[config.mk]
export PLATFORM = sky130hd
export DESIGN_NAME = uart_rx_core
export DESIGN_NICKNAME = d
export VERILOG_FILES = /design/src/rtl/uart_rx_pkg.sv /design/src/rtl/uart_rx_core.sv
export VERILOG_INCLUDE_DIRS = /design/src /design/src/rtl
export SDC_FILE = /design/constraint.sdc
export NUM_CORES = 1
export LEC_CHECK = 0
export BUFFER_PORTS_ARGS = -buffer_cell sky130_fd_sc_hd__buf_2
export CORE_ASPECT_RATIO = 1.4
export CORE_MARGIN = 4
export CORE_UTILIZATION = 44
export CTS_CLUSTER_SIZE = 28
export DETAILED_ROUTE_END_ITERATION = 8
export SYNTH_ARGS = -nofsm -noshare
export SYNTH_HDL_FRONTEND = slang
export SYNTH_SLANG_ARGS = --single-unit
[constraint.sdc]
create_clock -name i_clk -period 5.45 [get_ports i_clk]
set_input_delay 0.2725 -clock i_clk [delete_from_list [all_inputs] [get_ports i_clk]]
set_output_delay 0.2725 -clock i_clk [all_outputs]
set_load 0.005 [all_outputs]
[src/rtl/uart_rx_defs.svh]
`ifndef UART_RX_DEFS_SVH
`define UART_RX_DEFS_SVH
// Oversampling: samples per bit and majority-vote sample numbers
`define OVS_NORMAL      5'd16
`define OVS_DOUBLE      5'd8
`define VOTE_FIRST_N    5'd8
`define VOTE_FIRST_D    5'd4
// Receive buffer depth (entries)
`define RXBUF_DEPTH     2
// Reset values
`define RST_DATA        8'h00
`define RST_CNT         5'h00
`define RST_BITS        4'h0
`endif

[src/rtl/uart_rx_pkg.sv]
package uart_rx_pkg;
  // One received frame with its error flags
  typedef struct packed {
    logic       frame_error_flag;
    logic       overrun_flag;
    logic       parity_error_flag;
    logic [7:0] data;
  } rx_entry_s;

  // Frame format configuration
  typedef struct packed {
    logic       double_speed_select;
    logic       parity_enable_bit;
    logic       parity_type_bit;
    logic       stop_bit_count_select;
    logic [1:0] char_size;  // 0:5 1:6 2:7 3:8 data bits
  } rx_cfg_s;

  typedef enum logic [1:0] {
    ST_IDLE  = 2'b00,
    ST_START = 2'b01,
    ST_DATA  = 2'b10
  } rx_state_e;
endpackage : uart_rx_pkg

[src/rtl/uart_rx_core.sv]
// Functional notes
// - Receive-complete flag is one exactly while the buffer holds unread data.
// - Clearing receiver enable flushes the buffer so the flag reads zero.
// - Interrupt request holds while flag, its enable and global enable are set.
// - Error flags stored per entry; data read advances buffer read position.
// - Software writes cannot alter stored error flags.
// - Error flags never generate an interrupt.
// - Frame error is one when first stop bit sampled low.
// - Only first stop bit is checked; extra stop bits ignored.
// - Overrun when buffer full, shifter holds frame, and new start detected.
// - Overrun cleared when a frame transfers from shifter into buffer.
// - Parity error reads zero when parity checking is disabled.
// - Parity checked only when enabled; type bit selects odd or even.
// - Parity error stored with data, valid until that data is read.
// - Disabling receiver is immediate; frame in progress abandoned, pin released.
// - Sample at 16x baud normally, 8x baud in double speed.
// - Falling edge on idle line starts detection; first low sample is one.
// - Start validated by vote on samples 8-10 or 4-6; noise rejected.
// - Valid start aligns bit timing; repeated for every frame.
// - Each following bit resolved by majority of its three centre samples.
`timescale 1ns/1ps
`include "uart_rx_defs.svh"

module uart_rx_core (
  // Clock and reset
  input  wire logic                 i_clk,
  input  wire logic                 i_arst_n,
  // Serial line and oversample tick from the baud generator
  input  wire logic                 i_rxd,
  input  wire logic                 i_sample_tick,
  // Configuration
  input  wire logic                 i_receiver_enable,
  input  wire logic                 i_rx_complete_int_enable,
  input  wire logic                 i_global_int_enable,
  input  wire uart_rx_pkg::rx_cfg_s i_cfg,
  // Software read of the data location (one-cycle pulse)
  input  wire logic                 i_data_read,
  // Status and data
  output logic                      o_rx_complete_flag,
  output logic                      o_rx_complete_irq,
  output uart_rx_pkg::rx_entry_s    o_head,
  output logic                      o_pin_override
);

  // Majority of three samples
  function automatic logic vote3(input logic a, input logic b, input logic c);
    vote3 = (a & b) | (a & c) | (b & c);
  endfunction : vote3

  ////////////////////////////////////////////////////////////////////////
  // Input synchronizer: first stage feeds only the second
  logic sync1_r;
  logic sync2_r;
  logic rxd_prev_r;
  always_ff @(posedge i_clk or negedge i_arst_n) begin
    if (!i_arst_n) begin
      sync1_r    <= 1'b1;
      sync2_r    <= 1'b1;
      rxd_prev_r <= 1'b1;
    end else begin
      sync1_r    <= i_rxd;
      sync2_r    <= sync1_r;
      rxd_prev_r <= i_sample_tick ? sync2_r : rxd_prev_r;
    end
  end

  ////////////////////////////////////////////////////////////////////////
  // Sampling geometry selected by speed mode
  wire logic [4:0] spb      = i_cfg.double_speed_select ? `OVS_DOUBLE : `OVS_NORMAL;
  wire logic [4:0] v_first  = i_cfg.double_speed_select ? `VOTE_FIRST_D : `VOTE_FIRST_N;
  wire logic [3:0] n_bits   = 4'd5 + {2'b00, i_cfg.char_size};
  wire logic [3:0] last_bit = n_bits + {3'b000, i_cfg.parity_enable_bit}; // stop bit index

  uart_rx_pkg::rx_state_e state_r;
  logic [4:0]             cnt_r;      // sample number within current bit, from 1
  logic [3:0]             bit_r;      // 0..n-1 data, then parity, then stop
  logic [2:0]             votes_r;
  logic [7:0]             shift_r;
  logic                   par_r;
  logic                   pend_r;     // complete frame waiting in shifter
  uart_rx_pkg::rx_entry_s pend_q_r;
  logic                   dor_r;      // overrun to attach to next stored frame

  wire logic fall     = i_sample_tick & rxd_prev_r & ~sync2_r;
  wire logic at_vote3 = i_sample_tick & (cnt_r == v_first + 5'd2);
  wire logic bit_end  = i_sample_tick & (cnt_r == spb);
  wire logic voted    = vote3(votes_r[2], votes_r[1], sync2_r);
  wire logic par_calc = ^(shift_r) ^ i_cfg.parity_type_bit;

  ////////////////////////////////////////////////////////////////////////
  // Receive buffer: two entries with per-entry error flags
  uart_rx_pkg::rx_entry_s buf_r [`RXBUF_DEPTH];
  logic                   rd_ptr_r;
  logic [1:0]             count_r;
  wire logic full      = (count_r == 2'd2);
  wire logic do_read   = i_data_read & (count_r != 2'd0);
  wire logic do_write  = pend_r & (~full | do_read);
  wire logic wr_ptr    = rd_ptr_r ^ count_r[0];

  // Frame-level sequencer
  always_ff @(posedge i_clk or negedge i_arst_n) begin
    if (!i_arst_n) begin
      state_r  <= uart_rx_pkg::ST_IDLE;
      cnt_r    <= `RST_CNT;
      bit_r    <= `RST_BITS;
      votes_r  <= 3'h0;
      shift_r  <= `RST_DATA;
      par_r    <= 1'b0;
      pend_r   <= 1'b0;
      pend_q_r <= '0;
      dor_r    <= 1'b0;
    end else if (!i_receiver_enable) begin
      state_r <= uart_rx_pkg::ST_IDLE;  // Immediate abandon
      pend_r  <= 1'b0;
      dor_r   <= 1'b0;
    end else begin
      if (do_write) begin
        pend_r <= 1'b0;
        dor_r  <= 1'b0;
      end
      case (state_r)
        uart_rx_pkg::ST_IDLE: begin
          if (fall) begin
            state_r <= uart_rx_pkg::ST_START;
            cnt_r   <= 5'd2;                   // Next sample is number two
            if (pend_r & full & ~do_read)
              dor_r <= 1'b1;
          end
        end
        uart_rx_pkg::ST_START: begin
          if (i_sample_tick) begin
            cnt_r      <= cnt_r + 5'd1;
            votes_r[2] <= votes_r[1];
            votes_r[1] <= sync2_r;
            if (at_vote3) begin
              if (voted)
                state_r <= uart_rx_pkg::ST_IDLE;  // Noise spike
            end
            if (bit_end) begin
              state_r <= uart_rx_pkg::ST_DATA;  // Realigned to start
              cnt_r   <= 5'd1;
              bit_r   <= `RST_BITS;
              shift_r <= `RST_DATA;
            end
          end
        end
        uart_rx_pkg::ST_DATA: begin
          if (i_sample_tick) begin
            cnt_r      <= bit_end ? 5'd1 : cnt_r + 5'd1;
            votes_r[2] <= votes_r[1];
            votes_r[1] <= sync2_r;
            if (at_vote3) begin
              bit_r <= bit_r + 4'd1;
              if (bit_r < n_bits)
                shift_r[bit_r[2:0]] <= voted;
              else if (bit_r != last_bit)
                par_r <= voted;
              else begin
                // First stop bit ends frame; others are left to idle
                state_r                     <= uart_rx_pkg::ST_IDLE;
                pend_r                      <= 1'b1;
                pend_q_r.data               <= shift_r;
                pend_q_r.frame_error_flag   <= ~voted;
                pend_q_r.parity_error_flag  <= i_cfg.parity_enable_bit & (par_calc != par_r);
                pend_q_r.overrun_flag       <= 1'b0;
              end
            end
          end
        end
        default: state_r <= uart_rx_pkg::ST_IDLE;
      endcase
    end
  end

  ////////////////////////////////////////////////////////////////////////
  // Buffer bookkeeping; there is no software write path to stored flags
  always_ff @(posedge i_clk or negedge i_arst_n) begin
    if (!i_arst_n) begin
      rd_ptr_r <= 1'b0;
      count_r  <= 2'd0;
      buf_r[0] <= '0;
      buf_r[1] <= '0;
    end else if (!i_receiver_enable) begin
      rd_ptr_r <= 1'b0;  // Flush
      count_r  <= 2'd0;
    end else begin
      if (do_write)
        buf_r[wr_ptr] <= '{pend_q_r.frame_error_flag, dor_r, pend_q_r.parity_error_flag,
                           pend_q_r.data};
      if (do_read)
        rd_ptr_r <= ~rd_ptr_r;
      count_r <= count_r + {1'b0, do_write} - {1'b0, do_read};
    end
  end

  ////////////////////////////////////////////////////////////////////////
  // Registered outputs
  wire logic [1:0] count_nxt = !i_receiver_enable ? 2'd0 : count_r + {1'b0, do_write} - {1'b0, do_read};
  // A frame written while the last stored entry is read (or into an empty buffer) is the new head at once
  wire logic       head_new  = do_write & (count_r == {1'b0, do_read});
  always_ff @(posedge i_clk or negedge i_arst_n) begin
    if (!i_arst_n) begin
      o_rx_complete_flag <= 1'b0;
      o_rx_complete_irq  <= 1'b0;
      o_pin_override     <= 1'b0;
      o_head             <= '0;
    end else begin
      o_rx_complete_flag <= (count_nxt != 2'd0);
      // Only the complete flag drives the request
      o_rx_complete_irq  <= (count_nxt != 2'd0) & i_rx_complete_int_enable & i_global_int_enable;
      o_pin_override     <= i_receiver_enable;
      o_head             <= (count_nxt == 2'd0) ? '0 :
                            head_new ? '{pend_q_r.frame_error_flag, dor_r,
                                                  pend_q_r.parity_error_flag, pend_q_r.data} :
                            buf_r[rd_ptr_r ^ do_read];
    end
  end
endmodule : uart_rx_core

# After elaboration in Yosys (flattened, before gate mapping)
# Index checks and enable logic that the tools add are counted.
# word_totals
ff_bits	76
latchBits	0
mem_bits_rw	0
mem_bits_ro	0
inputBits	14
out_inout_bits	14
mem_count	0
# op_classes
add_sub_neg	7
mul	0
n_div	0
order_cmp	6
n_eq_ne	24
shifts	0
n_mux	54
n_bitwise	30
reduce_logical	18
# ops
operator	count
11-bit 2-to-1 mux	6
8-bit 2-to-1 mux	5
22-bit bitwise mux	1
2-bit 2-to-1 mux	11
4-bit 2-to-1 mux	5
5-bit 2-to-1 mux	4
3-bit inequality test, second input constant	6
6-bit AND reduction	3
8-bit one-hot mux with 2 select lines	1
1-bit bitwise AND	15
1-bit 2-to-1 mux	15
2-bit inequality test, second input constant	6
11-bit demux with 1-bit select	1
5-bit == test	2
5-bit one-hot mux with 2 select lines	1
8-bit bitwise mux	1
4-bit inequality test, second input constant	2
4-bit one-hot mux with 2 select lines	1
8-bit AND reduction	1
2-bit nonzero test	4
8-bit parity	1
1-bit NOT	7
7-bit AND reduction	1
2-bit one-hot mux with 3 select lines	1
28 further kinds	38

# Longest topological paths before layout
# logic_depth
word_depth	11
ltp_mapped	10

# Worst setup path before layout
# No wires, ideal clock.
# synth_timing
path_type	input-to-reg
startpoint	input port i_cfg[0] (netlist bit)
endpoint	register state_r[1]
setup_ns	0.101
arrival_time_ns	2.321
required_ns	5.349
slack_ns	3.028
path_stages	9
path_cell_list	inv_1 ha_1 inv_1 fa_1 or3b_1 a211oi_2 o21ai_0 or3_1 o32ai_1
# synth_between
elab_chain_cells	5
# synth_lines
element	line_no	text
start: declaration	uart_rx_core.sv:35	input wire uart_rx_pkg::rx_cfg_s i_cfg,
3-bit by 2-bit adder with 4-bit output (*)	uart_rx_core.sv:71	wire logic [3:0] n_bits = 4'd5 + {2'b00, i_cfg.char_size};
4-bit by 1-bit adder with 4-bit output	uart_rx_core.sv:72	wire logic [3:0] last_bit = n_bits + {3'b000, i_cfg.parity_enable_bit};
4-bit inequality test	uart_rx_core.sv:156	else if (bit_r != last_bit)
3-bit inequality test (no source line)	--	
8-bit AND reduction (no source line) (*)	--	
end signal: assignment	uart_rx_core.sv:103	state_r <= uart_rx_pkg::ST_IDLE;
end signal: assignment	uart_rx_core.sv:160	state_r <= uart_rx_pkg::ST_IDLE;
end signal: assignment	uart_rx_core.sv:170	default: state_r <= uart_rx_pkg::ST_IDLE;
end: declaration	uart_rx_core.sv:74	uart_rx_pkg::rx_state_e state_r;
# Every way passes the cells marked *; elsewhere a longest branch is shown, timed or not.
# A chain may end at the register's enable or synchronous reset.

# Worst setup path in the final report
# Same ends and word-level chain as after synthesis.

==> results.txt <==
status: completed
uppermost layer routed: met4
Pwr per Cell Area: 307 nW/µm²
Post-CTS Setup Inserts: 0
worst slew pin tran: 0.953 ns
Synth Cell Area: 3930 µm²
clock period minus worst slack: 2.58 ns
Syn Nets: 365
CTS Sinks: 76
fillers: 776
post-synthesis sequential area ratio: 48.5%
Setup TNS: 0 ns
most used cell, CP: inv_1
GP Congestion: 0.844
Iter 0 DRT Violations: 95
DR vias/cell: 5.48
CP Capture Type: flip-flop
DP Area: 4110 µm²
crit path max fanout: 4
Worst path max stage delay: 0.50 ns
share of cells above drive strength 1: 24.2%
Pre-Repair DR Iteration Count: 4
RSZ-0062 raised after global routing: no
Initial Util: 45.4%
final WL: 7150 µm
root buffer cell: clkbuf_16
Tcrit/Tclk final: 47.4%
WP buf/inv: 3
Clock Skew: 0.00468 ns
#FFs+latches synth: 76
Fin. Hold Viols: 0
commonest non-fill, non-tap cell in the layout: dfrtp_1
Worst-path clk slew: 0.06 ns
max-capacitance violation count: 0
Slew HR: 36.4%
EDFF count, synth: 0
DRT antenna net count: 0
Setup-failing EPs final: 0
peak supply drop: 205 µV
CP required: 5.64 ns
vias in the first global route: 2598
largest net degree at the start of global routing: 77
Hold Path Class: input pin to flip-flop
Rows: 40
final hold slack: 0.0437 ns
Clock Tree Buf Depth: 2
synth unique cells: 57
Port Buffers: 26
# diodes: 0
total die area: 10500 µm²
# hold bufs at CTS: 0
crit path max-delay cell type: nor4_1
Pleak: 0.00220 µW
final instance area: 4370 µm²
first-pass GRT wire length: 12600 µm
met3 wire len: 293 µm
Synthesis Warnings: 0
CP arrival: 2.77 ns
H-tree levels: 3
chip height: 120 µm
kind of critical path: input pin to flip-flop
initial antenna violation count: 0
CP cell instances: buf_2 -> inv_1 -> ha_1 -> inv_1 -> fa_1 -> or3b_1 -> a211oi_2 -> o21ai_0 -> nor4_1 -> o32ai_1
FFs w/ async S/R, synth: 100%
CTS tree: done
drt wl/cell: 15.2 µm
routed wire length on met2: 3490 µm
crit path launch type: input pin
DP Wirelength: 4990 µm
worst skew pair latency: 0.33 ns
CP top delay family: simple AND/OR/NAND/NOR gates
Vias: 2570
most frequent cells in the layout: dfrtp_1, mux2_2, nand2_1
DRC: 0
Peak Freq: 387 MHz
wl on met1: 3190 µm
CTS Buf Count: 9
Core Area: 8660 µm²
Max Slew Vio Count: 0
Main synth FF type: dfrtp_1
total congestion overflow: 0
All-Layer GR Usage: 15.4%
I/O pin count: 28
Nets: 390
die width: 87.9 µm
Gate Count Post-Synth: 334
CTS-repair resized insts: 0
Layout area overhead: 11.2%
Syn Area/Cell: 11.8 µm²
==> metrics by stage <==
stage	setup slack (ns)	cells	util (%)	total power (µW)
CTS	2.88	469	50.5	1370
global route	2.54	469	50.5	1420
finish	2.87	469	50.5	1340
floorplan	3.03	334	-	770
detailed placement	2.54	453	47.4	826
global placement	2.62	453	47.4	819
==> registers in the layout (all words and copies together) (netlist names), 4 cells and up <==
register  cells
bit_r         4
buf_r        22
cnt_r         5
o_head       11
pend_q_r     10
shift_r       8
==> cell families after synthesis <==
logic type / synth area share [%]
buffers and inverters: 4.26
xor gates and xnor gates: 3.69
muxes: 13.9
and+or+nand+nor: 13.3
DFF: 48.5
adders and majority gates: 5.85
AOI/OAI and AO/OA: 10.5
==> layer usage <==
layer  GRT usage [%]  vias to the layer above
met3            4.46                       14
li1                -                     1243
met5               0                        -
met2            24.6                       37
met4            6.53                        0
met1            19.3                     1276
==> worst paths after layout <==
kind                               start                 end  slack [ns]  cells past startpoint
worst min-delay path               i_rxd             sync1_r        0.04                      1
min in group asynchronous       i_arst_n  o_rx_complete_flag        0.09                      1
max in group asynchronous       i_arst_n            buf_r[5]        4.75                      1
worst max-delay path            i_cfg[0]          state_r[1]        2.87                     10
worst min register to register   sync1_r             sync2_r        0.35                      0
worst max register to register  bit_r[1]         pend_q_r[4]        2.88                      6
==> cells in the mapped netlist, drive strengths merged (2+ instances only) <==
cell,number,area (µm²)
a2111oi,2,42.5
a211o,2,18.8
a211oi,15,128
a22o,3,26.3
and2,2,12.5
and3,5,32.5
buf,6,53.8
clkbuf,8,50.1
dfrtp,73,1830
dfstp,3,78.8
ha,16,200
inv,17,63.8
mux2,30,338
mux2i,21,210
nand2,30,120
nand2b,5,31.3
nand3,4,20.0
nand3b,5,37.5
nand4b,2,17.5
nor2,19,71.3
nor2b,3,18.8
nor3,3,15.0
nor4,5,31.3
nor4b,3,26.3
o211a,2,20.0
o21a,2,15.0
o21ai,12,60.1
or3,2,12.5
or3b,3,28.8
or4,2,18.8
xnor2,9,78.8
xor2,5,43.8
==> layout make-up <==
class                      instances  area [µm²]  share of cell area, %
clock inverter                     2        10.0                  0.229
multi-input combinational        227        1860                   42.5
clock buffer                      14         254                   5.81
inverter                          17        63.8                   1.46
sequential                        76        1910                   43.6
tap                              105         131                   3.01
timing repair buffer              28         148                   3.38
==> power breakdown <==
| group | switching (µW) | leakage, µW | total (µW) | internal, µW |
|---|---|---|---|---|
| Clock | 210 | 0.000131 | 529 | 319 |
| Combinational | 117 | 0.00104 | 193 | 76.0 |
| Sequential | 27.5 | 0.00103 | 621 | 593 |
| Total | 354 | 0.00220 | 1340 | 989 |
No activity file was read; power rests on OpenSTA's default activity.
